[config.mk]
export PLATFORM = sky130hd
export DESIGN_NAME = ipps_sequencer
export DESIGN_NICKNAME = d
export VERILOG_FILES = /design/src/verilog/ipps_pkg.sv /design/src/verilog/ipps_sequencer.sv
export VERILOG_INCLUDE_DIRS = /design/src /design/src/verilog
export SDC_FILE = /design/constraint.sdc
export NUM_CORES = 1
export LEC_CHECK = 0
export BUFFER_PORTS_ARGS = -buffer_cell sky130_fd_sc_hd__buf_4
export CAP_MARGIN = 5
export CELL_PAD_IN_SITES_DETAIL_PLACEMENT = 0
export CELL_PAD_IN_SITES_GLOBAL_PLACEMENT = 1
export CORE_UTILIZATION = 50
export CTS_CLUSTER_DIAMETER = 30
export DETAILED_ROUTE_END_ITERATION = 7
export GPL_ROUTABILITY_DRIVEN = 1
export PLACE_DENSITY = 0.87
export SETUP_SLACK_MARGIN = 0.4
export SYNTH_ARGS = -nofsm -noshare
export SYNTH_HDL_FRONTEND = slang
export SYNTH_SLANG_ARGS = --single-unit
[constraint.sdc]
create_clock -name core_clk -period 9.8 [get_ports core_clk]
set_clock_uncertainty 0.15 [all_clocks]
set_input_delay 0.98 -clock core_clk [delete_from_list [all_inputs] [get_ports core_clk]]
set_output_delay 0.98 -clock core_clk [all_outputs]
set_load 0.01 [all_outputs]
[src/verilog/ipps_params.svh]
// Constants for the interleaved phase pulse sequencer
`ifndef IPPS_PARAMS_SVH
`define IPPS_PARAMS_SVH
`define IPPS_CYCLE_LEN 12'd240
`define IPPS_SETTLE_CYC 12'd8
`define IPPS_NCH 4
`define IPPS_CUR_W 12
`define IPPS_ERR_W 14
`define IPPS_FILT_SH 2
`endif

[src/verilog/ipps_pkg.sv]
// Types shared by the interleaved phase pulse sequencer
package ipps_pkg;
  typedef logic [11:0] ipps_cnt_t;
  typedef logic [11:0] ipps_cur_t;
  typedef logic signed [13:0] ipps_err_t;
  typedef struct packed {
    logic phase4_pulse_out;
    logic phase3_pulse_out;
    logic phase2_pulse_out;
    logic phase1_pulse_out;
  } ipps_pulse_t;
  typedef enum logic [1:0] {
    IPPS_ST_STRAP = 2'b00,
    IPPS_ST_RUN = 2'b01
  } ipps_state_t;
endpackage

[src/verilog/ipps_sequencer.sv]
// Interleaved 2/3/4 phase pulse sequencer with digital current balance
// Behaviour
// - Cycle starts when phase 1 forced low
// - Four channels: quarter-cycle termination spacing
// - Phase 3 strapped high: two channels, half
// - Phase 4 strapped high, phase 3 low: three channels, third
// - Low output held at least quarter cycle
// - After off time, rise at ramp crossing
// - High output held until next termination
// - Sample current once per cycle after settling
// - Disabled channels' sense paths kept inactive
// - Average equals active sum over count
// - Filtered imbalance adjusts each comparison level
// - Held samples feed balance and the held sample output
`timescale 1ns/10ps
`include "ipps_params.svh"
module ipps_sequencer (
  input wire logic core_clk,
  input wire logic arst_n,
  input wire logic phase3_strap_in,
  input wire logic phase4_strap_in,
  input wire ipps_pkg::ipps_cnt_t comp_level_in,
  input wire ipps_pkg::ipps_cur_t current_sense_in [4],
  output ipps_pkg::ipps_pulse_t pulse_out,
  output logic [2:0] active_channels,
  output ipps_pkg::ipps_cur_t average_channel_current,
  output ipps_pkg::ipps_cur_t held_sample_out [4]
);
  import ipps_pkg::*;

  ////////////////////////////////////////////////////////////////////////
  // Reset release through two flops
  logic rst_s1_reg, rst_n_reg;
  always_ff @(posedge core_clk or negedge arst_n) begin
    if (!arst_n) begin
      rst_s1_reg <= 1'b0;
      rst_n_reg <= 1'b0;
    end else begin
      rst_s1_reg <= 1'b1;
      rst_n_reg <= rst_s1_reg;
    end
  end

  ////////////////////////////////////////////////////////////////////////
  // Termination offset of channel k for n active channels
  function automatic ipps_cnt_t term_pos(input int k, input logic [2:0] n);
    ipps_cnt_t len;
    len = `IPPS_CYCLE_LEN;
    if (n == 3'd2) begin
      term_pos = 12'(k * (len / 2));
    end else if (n == 3'd3) begin
      term_pos = 12'(k * (len / 3));
    end else begin
      term_pos = 12'(k * (len / 4));
    end
  endfunction

  ////////////////////////////////////////////////////////////////////////
  // Strap capture and cycle counter
  ipps_state_t state_reg, state_next;
  logic [2:0] nch_reg, nch_next; // Active channel count
  ipps_cnt_t cnt_reg, cnt_next; // Single phase counter
  always_comb begin
    state_next = state_reg;
    nch_next = nch_reg;
    cnt_next = cnt_reg;
    case (state_reg)
      IPPS_ST_STRAP: begin
        // Outputs still low, so the straps read the board, not us
        if (phase3_strap_in) begin
          nch_next = 3'd2;
        end else if (phase4_strap_in) begin
          nch_next = 3'd3;
        end else begin
          nch_next = 3'd4;
        end
        cnt_next = 12'h000;
        state_next = IPPS_ST_RUN;
      end
      IPPS_ST_RUN: begin
        // Wraps every cycle; all phase instants come from here
        if (cnt_reg == `IPPS_CYCLE_LEN - 12'h001) begin
          cnt_next = 12'h000;
        end else begin
          cnt_next = cnt_reg + 12'h001;
        end
      end
      default: state_next = IPPS_ST_STRAP;
    endcase
  end
  always_ff @(posedge core_clk or negedge rst_n_reg) begin
    if (!rst_n_reg) begin
      state_reg <= IPPS_ST_STRAP;
      nch_reg <= 3'd4;
      cnt_reg <= 12'h000;
    end else begin
      state_reg <= state_next;
      nch_reg <= nch_next;
      cnt_reg <= cnt_next;
    end
  end

  ////////////////////////////////////////////////////////////////////////
  // Average of held samples over active channels
  ipps_cur_t samp_reg [4];
  ipps_cur_t samp_next [4];
  ipps_cur_t avg_reg, avg_next;
  logic [13:0] sum;
  always_comb begin
    sum = 14'h0000;
    for (int i = 0; i < 4; i++) begin
      if (i < int'(nch_reg)) begin
        sum = sum + 14'(samp_reg[i]);
      end
    end
    // Divider is combinational; fine at this slow clock
    avg_next = 12'(sum / 14'(nch_reg));
  end

  ////////////////////////////////////////////////////////////////////////
  // Per-channel pulse, sampling and balance loop
  logic [3:0] pulse_reg, pulse_next;
  ipps_cnt_t off_reg [4];
  ipps_cnt_t off_next [4];
  ipps_err_t filt_reg [4];
  ipps_err_t filt_next [4];
  genvar g;
  generate
    for (g = 0; g < 4; g++) begin : gen_ch
      logic act;
      ipps_err_t err;
      ipps_err_t lvl;
      ipps_cnt_t ramp;
      assign act = (g < int'(nch_reg)) && (state_reg == IPPS_ST_RUN);
      always_comb begin
        pulse_next[g] = pulse_reg[g];
        off_next[g] = off_reg[g];
        samp_next[g] = samp_reg[g];
        filt_next[g] = filt_reg[g];
        // Ramp restarts at this channel's termination
        ramp = cnt_reg - term_pos(g, nch_reg) + ((cnt_reg < term_pos(g, nch_reg)) ? `IPPS_CYCLE_LEN : 12'h000);
        err = 14'(samp_reg[g]) - 14'(avg_reg);
        // High channel current raises its level, delaying the rise and narrowing its pulse
        // Signed cast keeps the shift arithmetic; an unsigned mix would turn it logical
        lvl = $signed(14'(comp_level_in)) + (filt_reg[g] >>> `IPPS_FILT_SH);
        if (!act) begin
          pulse_next[g] = 1'b0;
          off_next[g] = 12'h000;
          samp_next[g] = 12'h000;
          filt_next[g] = 14'sh0000;
        end else if (cnt_reg == term_pos(g, nch_reg)) begin
          pulse_next[g] = 1'b0;
          off_next[g] = 12'h000;
          filt_next[g] = filt_reg[g] + ((err - filt_reg[g]) >>> `IPPS_FILT_SH);
        end else if (!pulse_reg[g]) begin
          if (off_reg[g] != `IPPS_CYCLE_LEN) begin
            off_next[g] = off_reg[g] + 12'h001;
          end
          if (off_reg[g] == `IPPS_SETTLE_CYC) begin
            samp_next[g] = current_sense_in[g];
          end
          // Off time must cover a quarter cycle before re-enabling
          if (off_reg[g] >= (`IPPS_CYCLE_LEN >> 2) - 12'h001 && $signed({2'b00, ramp}) >= lvl) begin
            pulse_next[g] = 1'b1;
          end
        end
      end
      always_ff @(posedge core_clk or negedge rst_n_reg) begin
        if (!rst_n_reg) begin
          pulse_reg[g] <= 1'b0;
          off_reg[g] <= 12'h000;
          samp_reg[g] <= 12'h000;
          filt_reg[g] <= 14'sh0000;
        end else begin
          pulse_reg[g] <= pulse_next[g];
          off_reg[g] <= off_next[g];
          samp_reg[g] <= samp_next[g];
          filt_reg[g] <= filt_next[g];
        end
      end
    end
  endgenerate

  always_ff @(posedge core_clk or negedge rst_n_reg) begin
    if (!rst_n_reg) begin
      avg_reg <= 12'h000;
    end else begin
      avg_reg <= avg_next;
    end
  end

  // Outputs straight from flops
  assign pulse_out = pulse_reg;
  assign active_channels = nch_reg;
  assign average_channel_current = avg_reg;
  assign held_sample_out = samp_reg;

  ////////////////////////////////////////////////////////////////////////
  // Checks
  phase1_term_a: assert property (@(posedge core_clk) disable iff (!rst_n_reg)
    (state_reg == IPPS_ST_RUN && cnt_reg == 12'h000) |=> !pulse_reg[0]) else $error("phase 1 not ended");
  off_time_a: assert property (@(posedge core_clk) disable iff (!rst_n_reg)
    $fell(pulse_reg[0]) |-> off_reg[0] == 12'h000) else $error("off count not reset");
  min_off_a: assert property (@(posedge core_clk) disable iff (!rst_n_reg)
    $rose(pulse_reg[1]) |-> off_reg[1] >= 12'd59) else $error("off time short");
  strap_low_a: assert property (@(posedge core_clk) disable iff (!rst_n_reg)
    state_reg == IPPS_ST_STRAP |-> pulse_reg == 4'h0) else $error("pulse during strap");
  idle_ch_a: assert property (@(posedge core_clk) disable iff (!rst_n_reg)
    (nch_reg == 3'd2) |=> !pulse_reg[2] && samp_reg[3] == 12'h000) else $error("idle channel active");
  two_ph_a: assert property (@(posedge core_clk) disable iff (!rst_n_reg)
    (state_reg == IPPS_ST_RUN && nch_reg == 3'd2 && cnt_reg == 12'd120) |=> !pulse_reg[1]) else $error("ph2 spacing");
  four_ph_a: assert property (@(posedge core_clk) disable iff (!rst_n_reg)
    (state_reg == IPPS_ST_RUN && nch_reg == 3'd4 && cnt_reg == 12'd180) |=> !pulse_reg[3]) else $error("ph4 spacing");
  three_ph_a: assert property (@(posedge core_clk) disable iff (!rst_n_reg)
    (state_reg == IPPS_ST_RUN && nch_reg == 3'd3 && cnt_reg == 12'd160) |=> !pulse_reg[2]) else $error("ph3 spacing");
  sample_a: assert property (@(posedge core_clk) disable iff (!rst_n_reg)
    (nch_reg != 3'd0 && state_reg == IPPS_ST_RUN && !pulse_reg[0] && off_reg[0] == 12'd8 && cnt_reg != 12'h000)
    |=> samp_reg[0] == $past(current_sense_in[0])) else $error("sample missed");
  wrap_a: assert property (@(posedge core_clk) disable iff (!rst_n_reg)
    (cnt_reg == 12'd239) |=> cnt_reg == 12'h000) else $error("counter wrap");
endmodule

**After elaboration in Yosys (flattened, before gate mapping)**

Cells that the tools add are included.

- $add $sub $neg: 31
- Multipliers: 0
- Div/mod/pow operators: 1
- $lt $le $gt $ge: 16
- Equal/unequal tests: 40
- Shifts and indexed selects: 0
- Multiplexer cells: 79
- Bitwise gates (word level): 0
- Reductions and logical operators: 18

Operators by type and width:

| operator | count |
|---|---|
| $mux 12 | 40 |
| $mux 14 | 11 |
| $add 14x12->14 | 7 |
| $add 12x1->12 const B | 5 |
| $add 13x12->14 | 4 |
| $ge 13x14->1 | 4 |
| $sub 13x14->14 | 4 |
| $sub 12x12->13 | 4 |
| $add 12x8->12 | 4 |
| $eq 12x12->1 | 4 |
| $eq 12x4->1 const B | 4 |
| $ge 12x6->1 const B | 4 |
| $ne 12x8->1 const B | 4 |
| $mux 8 | 5 |
| $lt 12x12->1 | 3 |
| $sub 12x12->12 | 3 |
| $pmux 12 s2 | 1 |
| $mux 7 | 3 |
| $mux 1 | 16 |
| $ne 2x1->1 const B | 8 |
| $ne 2x2->1 const B | 8 |
| $div 14x3->14 | 1 |
| $eq 12x8->1 const B | 1 |
| $lt 12x1->1 const B | 1 |
| other kinds (13) | 36 |

- Bits in registers: 187
- Latch bits: 0
- RAM bits: 0
- ROM bits: 0
- Input bits: 64
- Output and inout bits: 67
- Memories kept: 0

**Depth between registers and ports, before layout**

- Depth after elaboration: 12
- Gate-level depth with buffers: 138
- Mapped depth without buffers: 133

**Worst setup path before layout**

OpenSTA, ideal clock, no wires.

- Path kind: flip-flop to flip-flop
- Start: register nch_reg[0], in the netlist active_channels[0]
- End: register avg_reg[0], in the netlist average_channel_current[0]
- Arrival time: 25506 ps
- Required time: 9514 ps
- Slack: -15991 ps
- Cell stages (with the launch flop): 133
- Path buffers: 4
- Period minus slack after synthesis: 25791 ps
- Cell sequence: dfrtp_1 -> buf_4 -> or3_4 -> clkbuf_1 -> and2_1 -> fa_1 -> maj3_2 -> and3b_1 -> a31o_1 -> or2_2 -> xor2_1 -> nand2_1 -> nand2_1 -> ha_1 -> o21ai_0 -> nor2_1 -> a211o_1 -> a21oi_1 -> [97 not listed] -> a21o_1 -> nor2_1 -> nand4_2 -> mux2i_1 -> ha_1 -> o21ai_0 -> nand2b_1 -> a21oi_1 -> nand2_1 -> nor4_2 -> nand3_2 -> mux2i_1 -> ha_1 -> a21o_1 -> a2111oi_0 -> nand4_1 -> nor4_1 -> nand3_1

- Word-level cells in the longest chain between the ends: 9

Ends and longest elaborated chain:

| what | line | source |
|---|---|---|
| start: declaration | ipps_sequencer.sv:61 | `logic [2:0] nch_reg, nch_next;` |
| start signal: assignment | ipps_sequencer.sv:98 | `nch_reg <= nch_next;` |
| $lt 1x3->1 | ipps_sequencer.sv:112 | `if (i < int'(nch_reg)) begin` |
| $mux 12 | ipps_sequencer.sv:112 |  |
| $add 14x12->14 | ipps_sequencer.sv:113 | `sum = sum + 14'(samp_reg[i]);` |
| $mux 14 | ipps_sequencer.sv:112 |  |
| $add 14x12->14 | ipps_sequencer.sv:113 |  |
| $mux 14 | ipps_sequencer.sv:112 |  |
| $add 14x12->14 | ipps_sequencer.sv:113 |  |
| $mux 14 | ipps_sequencer.sv:112 |  |
| $div 14x3->14 (*) | ipps_sequencer.sv:117 | `avg_next = 12'(sum / 14'(nch_reg));` |
| via avg_next[0] | ipps_sequencer.sv:107 | `ipps_cur_t avg_reg, avg_next;` |
| end signal: assignment | ipps_sequencer.sv:188 | `avg_reg <= avg_next;` |
| end: declaration | ipps_sequencer.sv:107 |  |

Mark *: on every way through the listed nets, which the timed path passes. The rest lies on a longest branch.
A chain may end at the register's enable or synchronous reset.

**Worst setup path in the final report**

Ends and elaborated chain as after synthesis.

==> results.json <==
{
  "period_share_pct": 241.6,
  "grt_pass1_vias": 23144,
  "p_int_mw": 5.281,
  "cts_buffers": 17,
  "rows": 78,
  "crit_arrival_ps": 23910,
  "ios": 131,
  "fin_util_pct": 66.53,
  "die_x_um": 217.4,
  "critPathBufInv": 26,
  "p_clk_share_pct": 7.8,
  "nets": 3991,
  "ys_seq_elements": 186,
  "synthMostInstantiatedCell": "ha_1",
  "synth-edff-count": 0,
  "drt_iter0_drc": 1617,
  "seq_power_share_pct": 8.9,
  "setup_viol": 10,
  "synth_common_cells": "ha_1, nor2_1, a21oi_1",
  "netSwitchingPower_mw": 4.421,
  "setup_slack_ps": -13880,
  "drive_gt1_share_pct": 25.38,
  "cts_tree": "built",
  "required_ps": 10030,
  "drc": 0,
  "antenna_cells": 0,
  "cpMaxStageDelayCell": "dfrtp_2",
  "p_leak_nw": 15.33,
  "yosysUniqueCellTypes": 106,
  "relSlewSlack_pct": 25.38,
  "antenna_found_initial": 0,
  "rsz0062_at_grt": "true",
  "critPathMaxStageDelay_ps": 430,
  "initial_core_util_pct": 50.90,
  "yosysWarnings": 0,
  "place.gp.congestion": 0.9273,
  "ant_nets": 0,
  "crit_family": "compound AO/OA/AOI/OAI gates",
  "crit_type": "flop to flop",
  "power_mw": 9.702,
  "yosysSeqAreaShare_pct": 20.07,
  "dpl_cell_area_um2": 28200,
  "cp-start-kind": "flop",
  "grt_first_pass_wirelength_mm": 120.9,
  "largest_register_ffs": 56,
  "yosys-top-cells-area": "ha_1, dfrtp_1, xnor2_1, a21oi_1, nor2_1",
  "dpl.hpwl_mm": 60.42,
  "avgViaCountPerCell": 5.669,
  "synthCells": 2852,
  "p_per_area_nw_per_um2": 320.0,
  "run_status": "complete, but fails checks",
  "ctsHtreeMaxLevel": 4,
  "peakVddDrop_v": 0.0009366,
  "endpoint_kind": "flop",
  "async_flop_share_pct": 100.0,
  "io_buffers": 130,
  "die_h_um": 217.4,
  "p_comb_share_pct": 83.4,
  "violations": "negative setup slack",
  "dp_cells": 3958,
  "clock-sinks": 186,
  "wl_mm": 77.34,
  "slew_violations": 0,
  "vias": 23437,
  "yosys.area.top_type": "ha_1",
  "syn_area_per_cell_um2": 8.134,
  "path_max_fanout": 5,
  "reg2reg_slack_ps": -13880,
  "sw_frac_of_total_pct": 45.56,
  "synth.top_cell.area_share_pct": 20.66,
  "coreArea_um2": 45580,
  "layout.cell_area.non_filler_um2": 30320,
  "worst_slew_pin_slew_ps": 1116,
  "finalHoldViolations": 0,
  "max_cap_viol_count": 0,
  "clkSlewWorstSetupHoldPaths_ps": 80,
  "wl_per_cell_um": 18.71,
  "grt_usage_pct": 32.71,
  "fin_crit_ps": 23680,
  "grt_max_degree": 69,
  "dieArea_um2": 47260,
  "hp-class": "flop to async pin",
  "root_buffer": "clkbuf_16",
  "fmax_ghz": 0.04223,
  "fill_cells": 3754,
  "areaGrowthSynthToFinish_pct": 30.71,
  "final_cells": 4134,
  "path_common_cell": "buf_4",
  "ys.flop_type": "dfrtp_1",
  "grt.overflow.total": 0,
  "cts_buffer_depth": 2,
  "clock_latency_ps": 510,
  "syn_area_um2": 23200,
  "drtPass1Iterations": 7
}
## worst reg2reg max path, delay by kind of cell, from the launching register on
kind / cells / cell delay, ps
xor+xnor: 1 / 230
mux: 6 / 1770
fa+ha+maj: 16 / 4240
simple gates: 39 / 6050
flops: 1 / 430
compound gates: 49 / 7870
buf+inv: 26 / 2880
## kinds of logic after synthesis
family / after synthesis / share of synthesized area, %
other: 1 / 0.01617
and+or+nand+nor: 865 / 17.90
DFF: 186 / 20.07
AOI/OAI and AO/OA: 788 / 22.27
buffers and inverters: 298 / 5.000
xor gates and xnor gates: 255 / 9.687
adders and majority gates: 407 / 22.69
muxes: 52 / 2.362
## path summary, 6_finish.rpt
path,end,depth (start not counted),start
worst max-delay path,average_channel_current[0],137,active_channels[0]
worst min-delay path,held_sample_out[9],0,rst_n_reg
worst max register to register,average_channel_current[0],137,active_channels[0]
worst min register to register,held_sample_out[9],0,rst_n_reg
max in group asynchronous,filt_reg[50],2,rst_n_reg
min in group core_clk,rst_n_reg,0,rst_s1_reg
## power by group through the flow
stage | clock network [mW] | logic [mW] | registers (mW)
floorplan | 0 | 4.21 | 0.866
CTS | 0.772 | 7.60 | 0.861
global placement | 0 | 6.88 | 0.875
global route | 0.794 | 8.75 | 0.866
finish | 0.752 | 8.09 | 0.862
detailed placement | 0 | 7.03 | 0.876
## per-layer routing
layer / share of wire [%] / global-route usage [%] / vias up / routed length (µm)
li1: - / - / 11478 / -
met1: 42 / 40.12 / 11091 / 32590
met2: 47 / 55.36 / 672 / 36470
met3: 5.5 / 5.604 / 196 / 4229
met4: 5.2 / 15.80 / 0 / 4046
met5: 0 / 0 / - / 0
## stage by stage
step	setup WS [ps]	setup TNS (ps)	hold WS [ps]
2_1_floorplan	-13840	-74190	181.2
3_3_place_gp	-13130	-70780	39.56
3_5_place_dp	-14120	-76930	44.68
4_1_cts	-12940	-70830	46.37
5_1_grt	-15000	-85740	64.06
6_report	-13880	-77940	40.92
## placed cells by master, fill, tap and decap left out, drive strengths merged, types with 65 or more instances in the layout
cell and instances:
a21o 65, o21ai 121, a21oi 282, o21bai 83, buf 711, nor3 81
nor2 370, xor2 84, nand2 121, xnor2 170, dfrtp 185, inv 243
ha 383
## timing repair
action                                  4_1_cts  5_1_grt
hold buffers                                  0        0
endpoints found under the setup margin       10       11
hold endpoints to repair                      0        0
buffers inserted                            103       41
gates resized for setup                      45       36
cloned                                        0        0
pin swaps                                    60       51
## cell type report
| class | count | area, µm² | share of cell area, % |
|---|---|---|---|
| clock inverter | 15 | 192.7 | 0.6355 |
| multi-input combinational | 2369 | 18020 | 59.43 |
| sequential | 186 | 4661 | 15.37 |
| inverter | 236 | 890.9 | 2.938 |
| clock buffer | 17 | 425.4 | 1.403 |
| timing repair buffer | 711 | 5380 | 17.74 |
| tap | 600 | 750.7 | 2.476 |
Note: power is estimated with default switching activity, not from simulation.
